==> src/rtl/iocu_pkg.sv <==
// package: constants for the io channel command unit
package iocu_pkg;
    localparam int          CHAN_COUNT   = 16;
    localparam logic [5:0]  FN_IO        = 6'h3_D;  // 75 octal
    localparam logic [3:0]  SUB_LOAD_IN      = 4'h0;
    localparam logic [3:0]  SUB_LOAD_IN_MON  = 4'h1;
    localparam logic [3:0]  SUB_DISC_OUT     = 4'h7;
    localparam logic [3:0]  SUB_LOAD_OUT     = 4'h4;
    localparam logic [3:0]  SUB_LOAD_OUT_MON = 4'h5;
    localparam logic [3:0]  SUB_LOAD_FN      = 4'h8;    // 10 octal
    localparam logic [3:0]  SUB_LOAD_FN_MON  = 4'h9;    // 11 octal
    localparam logic [3:0]  SUB_ALLOW_EXT    = 4'hC;    // 14 octal
    localparam logic [3:0]  SUB_PREVENT_EXT  = 4'hD;    // 15 octal
    localparam logic [3:0]  SUB_LOAD_SEL     = 4'hE;    // 16 octal
    localparam int          FN_HI        = 35;
    localparam int          FN_LO        = 30;
    localparam int          SUB_HI       = 29;
    localparam int          SUB_LO       = 26;
    localparam int          CH_HI        = 25;
    localparam int          CH_LO        = 22;
    localparam int          U_HI         = 15;
    localparam int          U_LO         = 0;
    localparam logic [5:0]  IN_ACW_BASE  = 6'h2_0;  // 40 octal
    localparam logic [5:0]  OUT_ACW_BASE = 6'h3_0;  // 60 octal
    localparam logic [4:0]  ADR_CTRL     = 5'h0_0;
    localparam logic [4:0]  ADR_STATUS   = 5'h0_4;
    localparam logic [4:0]  ADR_MASK     = 5'h0_8;
    localparam logic [4:0]  ADR_MODES    = 5'h0_C;
    localparam logic [4:0]  ADR_CSEL     = 5'h1_0;
    localparam logic [1:0]  MODE_IDLE    = 2'h0;
    localparam logic [1:0]  MODE_FUNC    = 2'h1;
    localparam logic [1:0]  MODE_IN      = 2'h2;
    localparam logic [1:0]  MODE_OUT     = 2'h3;
    localparam logic [31:0] ZERO_WORD    = 32'h0000_0000;
endpackage : iocu_pkg

==> src/rtl/iocu_decode.sv <==
// instruction field decoder with channel computation
`timescale 1ns/1ps
module iocu_decode
    import iocu_pkg::*;
(
    input  wire logic [35:0] instr,
    input  wire logic [3:0]  chan_sel,
    output logic             is_io,
    output logic [9:0]       func_code,
    output logic [3:0]       sub_code,
    output logic [3:0]       a_desig,
    output logic [3:0]       chan,
    output logic [15:0]      u_addr
);
    always_comb
    begin
        sub_code  = instr[SUB_HI:SUB_LO];
        a_desig   = instr[CH_HI:CH_LO];
        u_addr    = instr[U_HI:U_LO];
        func_code = {instr[FN_HI:FN_LO], instr[SUB_HI:SUB_LO]};
        is_io     = (func_code[9:4] == FN_IO);
        chan      = a_desig | chan_sel;
    end
endmodule : iocu_decode

==> src/rtl/iocu_top.sv <==
// io channel command unit: executes 75-group channel instructions
//
// Design decisions made here: register access over Wishbone and the placing of the registers.
`timescale 1ns/1ps
module iocu_top
    import iocu_pkg::*;
#(
    parameter int NCH = CHAN_COUNT
)
(
    input  wire logic             clk,
    input  wire logic             rst,
    input  wire logic             instr_valid,
    input  wire logic [35:0]      instr,
    input  wire logic [35:0]      operand,
    input  wire logic [NCH-1:0]   xfer_done,
    input  wire logic [NCH-1:0]   end_of_tape,
    input  wire logic             wb_cyc_i,
    input  wire logic             wb_stb_i,
    input  wire logic             wb_we_i,
    input  wire logic [4:0]       wb_adr_i,
    input  wire logic [31:0]      wb_dat_i,
    input  wire logic [3:0]       wb_sel_i,
    output logic [31:0]           wb_dat_o,
    output logic                  wb_ack_o,
    output logic                  instr_ack,
    output logic                  cr_we,
    output logic [5:0]            cr_addr,
    output logic [35:0]           cr_wdata,
    output logic [NCH-1:0]        chan_start,
    output logic [1:0]            start_mode,
    output logic [NCH-1:0]        chan_stop,
    output logic                  ext_irq,
    output logic [3:0]            ext_irq_chan,
    output logic                  irq
);
    logic        is_io;
    logic [9:0]  func_code;
    logic [3:0]  sub_code;
    logic [3:0]  a_desig;
    logic [3:0]  chan;

    // unit-wide and per-channel state and control
    logic [3:0]     chan_sel, next_chan_sel;
    logic           ext_en, next_ext_en;
    logic [NCH-1:0] mon, next_mon;
    logic [NCH-1:0] out_act, next_out_act;
    logic [NCH-1:0] func_act, next_func_act;
    logic           held, next_held;
    logic [3:0]     held_chan, next_held_chan;
    logic [NCH-1:0] status, next_status;
    logic [NCH-1:0] mask, next_mask;
    logic           next_instr_ack, next_cr_we;
    logic [5:0]     next_cr_addr;
    logic [35:0]    next_cr_wdata;
    logic [NCH-1:0] next_chan_start, next_chan_stop;
    logic [1:0]     next_start_mode;
    logic           next_ext_irq;
    logic [3:0]     next_ext_irq_chan;
    logic           next_irq, next_ack;
    logic [31:0]    next_dat;

    iocu_decode u_dec (
        .instr     (instr),
        .chan_sel  (chan_sel),
        .is_io     (is_io),
        .func_code (func_code),
        .sub_code  (sub_code),
        .a_desig   (a_desig),
        .chan      (chan),
        .u_addr    ()
    );

    function automatic logic [NCH-1:0] onehot(input logic [3:0] c);
        logic [NCH-1:0] v;
        v    = '0;
        v[c] = 1'b1;
        return v;
    endfunction : onehot

    function automatic logic [3:0] lowest(input logic [NCH-1:0] v);
        logic [3:0] r;
        r = 4'h0;
        for (int i = NCH - 1; i >= 0; i--)
            if (v[i])
                r = 4'(i);
        return r;
    endfunction : lowest

    logic           take;
    logic           bus_req;
    logic [NCH-1:0] active;
    logic [NCH-1:0] finish;
    logic [NCH-1:0] stat_set;

    always_comb
    begin
        take    = instr_valid && !instr_ack && is_io;
        bus_req = wb_cyc_i && wb_stb_i && !wb_ack_o;
        active  = out_act | func_act;
        finish  = active & (xfer_done | end_of_tape);
        stat_set = finish & mon;
        next_chan_sel   = chan_sel;
        next_ext_en     = ext_en;
        next_mon        = mon & ~finish;
        next_out_act    = out_act & ~finish;
        next_func_act   = func_act & ~finish;
        next_instr_ack  = take;
        next_cr_we      = 1'b0;
        next_cr_addr    = cr_addr;
        next_cr_wdata   = cr_wdata;
        next_chan_start = '0;
        next_chan_stop  = '0;
        next_start_mode = start_mode;
        next_held       = held;
        next_held_chan  = held_chan;
        next_ext_irq    = 1'b0;
        next_ext_irq_chan = ext_irq_chan;
        if (take)
        begin
            unique case (sub_code)
                SUB_LOAD_IN, SUB_LOAD_IN_MON:
                begin
                    next_cr_we      = 1'b1;
                    next_cr_addr    = IN_ACW_BASE + {2'b00, chan};
                    next_cr_wdata   = operand;
                    next_chan_start = onehot(chan);
                    next_start_mode = MODE_FUNC;
                    next_func_act   = next_func_act | onehot(chan);
                    if (sub_code == SUB_LOAD_IN_MON)
                        next_mon = next_mon | onehot(chan);
                end
                SUB_LOAD_OUT, SUB_LOAD_OUT_MON:
                begin
                    next_cr_we      = 1'b1;
                    next_cr_addr    = OUT_ACW_BASE + {2'b00, chan};
                    next_cr_wdata   = operand;
                    next_chan_start = onehot(chan);
                    next_start_mode = MODE_OUT;
                    next_out_act    = next_out_act | onehot(chan);
                    if (sub_code == SUB_LOAD_OUT_MON)
                        next_mon = next_mon | onehot(chan);
                    else
                        next_mon = next_mon & ~onehot(chan);
                end
                SUB_LOAD_FN, SUB_LOAD_FN_MON:
                begin
                    next_cr_we      = 1'b1;
                    next_cr_addr    = OUT_ACW_BASE + {2'b00, chan};
                    next_cr_wdata   = operand;
                    next_chan_start = onehot(chan);
                    next_start_mode = MODE_FUNC;
                    next_func_act   = next_func_act | onehot(chan);
                    if (sub_code == SUB_LOAD_FN_MON)
                        next_mon = next_mon | onehot(chan);
                end
                SUB_DISC_OUT:
                begin
                    next_chan_stop = onehot(a_desig);
                    next_out_act   = next_out_act & ~onehot(a_desig);
                    next_func_act  = next_func_act & ~onehot(a_desig);
                    next_mon       = next_mon & ~onehot(a_desig);
                end
                SUB_ALLOW_EXT:   next_ext_en = 1'b1;
                SUB_PREVENT_EXT: next_ext_en = 1'b0;
                SUB_LOAD_SEL:    next_chan_sel = operand[3:0];
                default:  next_instr_ack = take;
            endcase
        end
        // completion interrupts enter the holding stage only while enabled
        if (held)
        begin
            next_ext_irq      = 1'b1;
            next_ext_irq_chan = held_chan;
            next_held         = 1'b0;
        end
        if (finish != '0 && ext_en)
        begin
            next_held      = 1'b1;
            next_held_chan = lowest(finish);
        end
        next_status = status | stat_set;
        next_mask   = mask;
        next_ack    = bus_req;
        next_dat    = ZERO_WORD;
        if (bus_req)
        begin
            unique case (wb_adr_i)
                ADR_CTRL:
                    next_dat = {27'h000_0000, ext_en, chan_sel};
                ADR_STATUS:
                begin
                    next_dat = {{(32-NCH){1'b0}}, status};
                    if (!wb_we_i)
                        next_status = stat_set;
                end
                ADR_MASK:
                    next_dat = {{(32-NCH){1'b0}}, mask};
                ADR_MODES:
                    next_dat = {{(32-NCH){1'b0}}, active};
                ADR_CSEL:
                    next_dat = {28'h000_0000, chan_sel};
                default:
                    next_dat = ZERO_WORD;
            endcase
            if (wb_we_i)
            begin
                if (wb_adr_i == ADR_MASK && wb_sel_i[0])
                    next_mask[7:0] = wb_dat_i[7:0];
                if (wb_adr_i == ADR_MASK && wb_sel_i[1])
                    next_mask[NCH-1:8] = wb_dat_i[NCH-1:8];
                if (wb_adr_i == ADR_CTRL && wb_sel_i[0] && !take)
                begin
                    next_chan_sel = wb_dat_i[3:0];
                    next_ext_en   = wb_dat_i[4];
                end
            end
        end
        next_irq = (next_status & next_mask) != '0;
    end

    always_ff @(posedge clk or posedge rst)
    begin
        if (rst)
        begin
            chan_sel     <= 4'h0;
            ext_en       <= 1'b0;
            mon          <= '0;
            out_act      <= '0;
            func_act     <= '0;
            held         <= 1'b0;
            held_chan    <= 4'h0;
            status       <= '0;
            mask         <= '0;
            instr_ack    <= 1'b0;
            cr_we        <= 1'b0;
            cr_addr      <= 6'h0_0;
            cr_wdata     <= 36'h0_0000_0000;
            chan_start   <= '0;
            chan_stop    <= '0;
            start_mode   <= MODE_IDLE;
            ext_irq      <= 1'b0;
            ext_irq_chan <= 4'h0;
            irq          <= 1'b0;
            wb_ack_o     <= 1'b0;
            wb_dat_o     <= ZERO_WORD;
        end
        else
        begin
            chan_sel     <= next_chan_sel;
            ext_en       <= next_ext_en;
            mon          <= next_mon;
            out_act      <= next_out_act;
            func_act     <= next_func_act;
            held         <= next_held;
            held_chan    <= next_held_chan;
            status       <= next_status;
            mask         <= next_mask;
            instr_ack    <= next_instr_ack;
            cr_we        <= next_cr_we;
            cr_addr      <= next_cr_addr;
            cr_wdata     <= next_cr_wdata;
            chan_start   <= next_chan_start;
            chan_stop    <= next_chan_stop;
            start_mode   <= next_start_mode;
            ext_irq      <= next_ext_irq;
            ext_irq_chan <= next_ext_irq_chan;
            irq          <= next_irq;
            wb_ack_o     <= next_ack;
            wb_dat_o     <= next_dat;
        end
    end

    a_input_load: assert property (@(posedge clk) disable iff (rst)
        take && (sub_code == SUB_LOAD_IN || sub_code == SUB_LOAD_IN_MON)
        |=> cr_we && cr_addr == IN_ACW_BASE + {2'b00, $past(chan)}
        && start_mode == MODE_FUNC && chan_start == onehot($past(chan)))
        else $error("input load did not write input word or start");
    a_output_load: assert property (@(posedge clk) disable iff (rst)
        take && (sub_code == SUB_LOAD_OUT || sub_code == SUB_LOAD_OUT_MON)
        |=> cr_we && cr_addr == OUT_ACW_BASE + {2'b00, $past(chan)}
        && start_mode == MODE_OUT && chan_start == onehot($past(chan)))
        else $error("output load wrong address or mode");
    a_func_load: assert property (@(posedge clk) disable iff (rst)
        take && (sub_code == SUB_LOAD_FN || sub_code == SUB_LOAD_FN_MON)
        |=> cr_we && cr_addr == OUT_ACW_BASE + {2'b00, $past(chan)}
        && start_mode == MODE_FUNC && cr_wdata == $past(operand))
        else $error("function load wrong");
    a_disconnect: assert property (@(posedge clk) disable iff (rst)
        take && sub_code == SUB_DISC_OUT
        |=> chan_stop == onehot($past(a_desig))
        ##1 (!out_act[$past(a_desig, 2)] && !func_act[$past(a_desig, 2)]))
        else $error("disconnect did not stop channel");
    a_enable_ext: assert property (@(posedge clk) disable iff (rst)
        take && sub_code == SUB_ALLOW_EXT |=> ext_en)
        else $error("external interrupts not enabled");
    a_disable_ext: assert property (@(posedge clk) disable iff (rst)
        take && sub_code == SUB_PREVENT_EXT && !held |=> !ext_en ##1 !held)
        else $error("external interrupt entered after disable");
    a_held_delivered: assert property (@(posedge clk) disable iff (rst)
        held |=> ext_irq && ext_irq_chan == $past(held_chan))
        else $error("held external interrupt not delivered");
    a_monitor_irq: assert property (@(posedge clk) disable iff (rst)
        (finish & mon) != '0 |=> (status & $past(finish & mon)) != '0)
        else $error("monitor completion not recorded");
    a_chan_compute: assert property (@(posedge clk) disable iff (rst)
        chan == (instr[CH_HI:CH_LO] | chan_sel)
        && func_code == {instr[FN_HI:FN_LO], instr[SUB_HI:SUB_LO]}
        && is_io == (instr[FN_HI:FN_LO] == FN_IO))
        else $error("channel or function code mis-formed");
endmodule : iocu_top

==> config.mk <==
export PLATFORM = sky130hd
export DESIGN_NAME = iocu_top
export DESIGN_NICKNAME = d
export VERILOG_FILES = /design/src/rtl/iocu_pkg.sv /design/src/rtl/iocu_decode.sv /design/src/rtl/iocu_top.sv
export SDC_FILE = /design/constraint.sdc
export NUM_CORES = 1
export LEC_CHECK = 0
export BUFFER_PORTS_ARGS = -buffer_cell sky130_fd_sc_hd__clkbuf_2
export CAP_MARGIN = 20
export CORE_UTILIZATION = 51
export DETAILED_ROUTE_END_ITERATION = 16
export HOLD_SLACK_MARGIN = 0.06
export PLACE_DENSITY = 0.87
export SYNTH_ARGS = -nofsm -noshare
export SYNTH_HDL_FRONTEND = slang
export SYNTH_SLANG_ARGS = --single-unit
export TNS_END_PERCENT = 30
==> constraint.sdc <==
create_clock -name clk -period 6.1 [get_ports clk]
set_input_delay 0 -clock clk [delete_from_list [all_inputs] [get_ports clk]]
set_output_delay 0 -clock clk [all_outputs]
set_load 0.02 [all_outputs]
# Word-level counts from Yosys, hierarchy flattened

Cells that the tools add are included.

$add $sub $neg: 2
Order comparisons: 4
Eq/ne operators: 14
Multiplexer cells: 59
Bitwise gates (word level): 20
Reduce and logical (&&, ||, !) cells: 29

Operator list:

| cell                                                | number |
|---|---|
| 2-to-1 mux 16 bit                                   | 16 |
| bitwise AND 16 bit                                  | 10 |
| bitwise OR 16 bit                                   | 6 |
| 2-to-1 mux 4 bit                                    | 21 |
| case mux 16 bit (5 select lines)                    | 1 |
| case mux 16 bit (2 select lines)                    | 2 |
| case mux 16 bit (4 select lines)                    | 1 |
| inverter 16 bit                                     | 3 |
| nonzero test 16 bit                                 | 2 |
| == test 4 bit, second input constant                | 5 |
| 2-to-1 mux 8 bit                                    | 2 |
| == test 4 x 3 -> 1 bit, second input constant       | 3 |
| case mux 6 bit (2 select lines)                     | 1 |
| logical AND 1 bit                                   | 11 |
| 2-to-1 mux 1 bit                                    | 11 |
| == test 5 x 4 -> 1 bit, second input constant       | 2 |
| < comparator 4 x 5 -> 1 bit, second input constant  | 2 |
| demux 1 bit (select 4 bit)                          | 2 |
| >= comparator 4 x 1 -> 1 bit, second input constant | 2 |
| OR reduction 4 bit                                  | 2 |
| adder 5 x 5 -> 6 bit, first input constant          | 1 |
| adder 6 x 4 -> 6 bit, first input constant          | 1 |
| == test 6 bit, second input constant                | 1 |
| AND reduction 2 bit                                 | 3 |
| 12 further kinds                                    | 17 |

Register bits: 207
Bits of input ports: 151

# Longest topological paths before layout

Depth in word-level cells: 18
Mapped depth: 8
Depth with buffers taken out: 6

# Cells and area by module

From an unflattened synthesis, not the netlist that was laid out.

Cell total of the unflattened synthesis: 871
Area, all modules: 8518.2 sq um

Modules (own cells, without submodules):

| module      | instances | cells each | area each (sq um) |
|---|---|---|---|
| iocu_top    | 1         | 831        | 8219.1 |
| iocu_decode | 1         | 40         | 299.0 |

# Worst setup path after synthesis

No wires, ideal clock.

Path kind: register to register
Start: reg instr_ack
End: reg cr_wdata[10]
Library setup time: 0.125 ns
Arrival time: 1.895 ns
Setup slack: 4.081 ns
Stages on the path, launching flop included: 7
Clock period less this slack: 2.019 ns
Cell sequence: dfrtp_1 and4bb_2 nand2_1 nor3b_1 buf_2 buf_2 mux2_2

Word-level cells in the longest chain between the ends: 4

RTL lines:

| what                            | line            | text |
|---|---|---|
| from (decl)                     | iocu_top.sv:26  | `output logic instr_ack,` |
| from (signal assigned)          | iocu_top.sv:259 | `instr_ack <= next_instr_ack;` |
| zero test 1 bit                 | iocu_top.sv:98  | `take = instr_valid && !instr_ack && is_io;` |
| logical AND 1 bit (2 in series) | iocu_top.sv:98  |  |
| AND reduction 2 bit (no line)   | -               |  |
| to (signal assigned)            | iocu_top.sv:262 | `cr_wdata <= next_cr_wdata;` |
| to (decl)                       | iocu_top.sv:29  | `output logic [35:0] cr_wdata,` |

Every way passes these cells.
A chain may end at the register's enable or synchronous reset.

# Worst setup path in the final report

Start: reg instr_ack
End: reg mon[11]

Word-level cells in the longest chain between the ends: 4

RTL lines:

| what                            | line            | text |
|---|---|---|
| zero test 1 bit                 | iocu_top.sv:98  |  |
| logical AND 1 bit (2 in series) | iocu_top.sv:98  |  |
| 2-to-1 mux 16 bit               | iocu_top.sv:119 | `if (take)` |
| net next_mon[11]                | iocu_top.sv:46  | `logic [NCH-1:0] mon, next_mon;` |
| to (signal assigned)            | iocu_top.sv:252 | `mon <= next_mon;` |
| to (decl)                       | iocu_top.sv:46  |  |

The timed path passes the listed nets, and every way through them passes these cells.

==> impl_metrics.toml <==
[outcome]
status = "finished, final reports clean"

[timing]
finClkSkew_ns = 0.00950
finalSetupViolations = 0
tns_ns = 0
fin_hold_ws_ns = 0.0723
final_period_minus_worst_setup_slack_ns = 3.21
final.period_utilization_pct = 52.7
tightest_slew_ns = 1.03
slew_violations = 0
slew_headroom_pct = 31.3
rsz0062_at_grt = "no"
hold_viol = 0
max_freq_mhz = 311

[floorplan]
dieArea_mm2 = 0.0167
die-width_um = 129
io_pins = 268
rows = 46
die_h_um = 129
initial_core_util_pct = 52.2
fp.coreArea_mm2 = 0.0158

[logic_synthesis]
synth.most_common_cell = "dfrtp_1"
synth_common_cells = "191 x dfrtp_1, 120 x nor2_1, 79 x nand2_1"
ys_ff_latch = 191
synth_top_area_cell = "dfrtp_1"
netlist_instances = 779
avgSynthCellArea_um2 = 10.6
synth_cell_types = 51
synthFlopType = "dfrtp_1"
ys_async_sr_fraction_pct = 100
yosysWarningCount = 0
syn_area_mm2 = 0.00827
synth_area_leaders = "dfrtp_1 58%, mux2_2 7.5%, nor2_1 5.4%"
synth-edff-count = 0
synth_top_area_share_pct = 57.8
ys_seq_area_share_pct = 57.8

[detailed_routing]
drt_iter0_markers = 869
drc = 0
drtAntennaViolNets = 0
drt_wl_total_mm = 24.9
avgRoutedWirePerCell_um = 19.0
vias_per_cell = 5.65
drt_pass1_iterations = 5
vias = 7429

[cts]
numClockSinks = 191
cts_buffer_depth = 2
htreeDepth = 4
cts.clk_slew.worst_paths_ns = 0.07
cts_tree = "yes"
numCtsBuffers = 17
clkLatencyLatePin_ns = 0.44
clock-root-buffer = "clkbuf_16"
postCtsSetupRepairBufs = 0

[critical_path]
start_kind = "register"
r2r_end = "mon[11]$_DFF_PP0_"
crit_path_start = "instr_ack$_DFF_PP0_"
cp_max_fo = 45
cp.arrival_ns = 3.54
worstRegToRegCells = 7
cpPeakStageDelay_ns = 0.91
end_kind = "register"
path_cells = "and4bb_2 > nand2_1 > nor3b_4 > buf_4 > and2_1 > a21oi_1 > a211oi_1"
cp.required_ns = 6.43
critPathKind = "register to register"
r2r_slack_ns = 2.89
slowest_stage = "nor3b_4"
r2r_start = "instr_ack$_DFF_PP0_"

[hold_path]
whs_path_depth = 3
hold_class = "input pin to register"
hold_start = "instr[22]"
min_to = "cr_addr[0]$_DFFE_PP0P_"

[global_routing]
grt_pass1_wl_mm = 39.0
grt_max_degree = 125
grt_util_all_layers_pct = 31.2
grt_pass1_vias = 7551
antenna_found_initial = 0
overflow = 0

[layout]
final_util_pct = 69.9
drive_gt1_share_pct = 28.8
regArea_mm2 = 0.00478
n_fill_cell = 1137
fin_area_mm2 = 0.0111
antenna_cells = 0
final_nets = 1236
syn2layout_area_growth_pct = 33.8
multi_input_area_mm2 = 0.00321

[power_and_ir_drop]
ir_drop_mv = 0.186
p_leak_nw = 5.64
power_mw = 2.70
power.density_mw_per_mm2 = 244

[placement]
gp_congestion = 0.950
place_hpwl_mm = 16.9
portBuffers = 211
place_area_mm2 = 0.00947

[run]
maxCapViolCount = 0
-- power by group --
part           total [mW]  internal (mW)  switching [mW]  leakage [nW]
registers            1.32           1.30          0.0212          2.64
logic               0.271          0.116           0.155          2.71
clock network        1.12          0.590           0.527         0.289
total                2.70           2.00           0.703          5.64
-- metrics by stage --
stage,instances,setup slack [ns]
CTS,1313,2.95
global route,1314,2.63
floorplan,794,0.901
global placement,1180,3.05
detailed placement,1181,2.97
finish,1314,2.89
-- worst max path at each step --
stage	end	slack [ns]	depth (start not counted)
2_1_floorplan	chan_sel[0]$_DFF_PP0_	0.90	1
3_3_place_gp	mon[11]$_DFF_PP0_	3.05	7
3_5_place_dp	mon[11]$_DFF_PP0_	2.97	7
4_1_cts	mon[11]$_DFF_PP0_	2.95	7
5_1_grt	mon[13]$_DFF_PP0_	2.63	6
6_report	mon[11]$_DFF_PP0_	2.89	7
-- cell type report --
class	count	share of cell area, %
Clock buffer	18	3.97
Clock inverter	14	1.31
Inverter	29	1.05
Multi-Input combinational cell	529	29.0
Sequential cell	191	43.2
Tap cell	216	2.44
Timing Repair Buffer	317	19.0
-- worst max-delay path: cells and delay by family (launching register included) --
| kind | cells | cell delay [ns] |
|---|---|---|
| buffers and inverters | 1 | 0.59 |
| AO/OA/AOI/OAI | 2 | 0.31 |
| flip-flops | 1 | 0.37 |
| AND/OR/NAND/NOR | 4 | 1.82 |
-- layout by cell type, fill, tap and decap left out, types with 10 or more instances in the layout --
cell / Yosys / layout
nor2_1: 120 / 120
dfrtp_1: 191 / 191
nand2_1: 79 / 79
dlygate4sd3_1: 0 / 100
mux2_2: 55 / 55
a221oi_1: 12 / 12
a21oi_1: 48 / 48
clkbuf_2: 0 / 211
clkbuf_16: 0 / 17
conb_1: 1 / 16
o22ai_1: 19 / 19
a31oi_1: 19 / 19
a22oi_1: 38 / 38
o21ai_0: 23 / 23
o2bb2ai_1: 10 / 10
inv_1: 29 / 28
-- flip-flops by register name, indices dropped and copies added (netlist names) --
| register | cells |
|---|---|
| chan_sel | 4 |
| chan_start | 16 |
| chan_stop | 16 |
| cr_addr | 6 |
| cr_wdata | 36 |
| cr_we | 1 |
| ext_en | 1 |
| ext_irq | 1 |
| ext_irq_chan | 4 |
| func_act | 16 |
| held | 1 |
| held_chan | 4 |
| instr_ack | 1 |
| irq | 1 |
| mask | 16 |
| mon | 16 |
| out_act | 16 |
| start_mode | 2 |
| status | 16 |
| wb_ack_o | 1 |
| wb_dat_o | 16 |
-- cell families after synthesis --
kind of cell,Yosys count,share of synthesized area [%]
other cells,1,0.0454
flops,191,57.8
compound gates,197,15.9
buf+inv,74,4.21
simple gates,255,13.8
mux,61,8.28
-- repair_timing --
item | CTS | global route
hold buffers | 100 | 0
hold endpoints to repair | 231 | 0
gates resized for setup | 0 | 0
-- per-layer routing --
layer | part of all wire [%] | up-vias | routed length (µm) | track usage, %
li1 | - | 3365 | - | -
met1 | 39 | 3541 | 9710 | 39.1
met2 | 47 | 454 | 11800 | 50.3
met3 | 10 | 69 | 2490 | 8.46
met4 | 3.6 | 0 | 903 | 14.9
met5 | 0 | - | 0 | 0
Note: power is estimated with default switching activity, not from simulation.
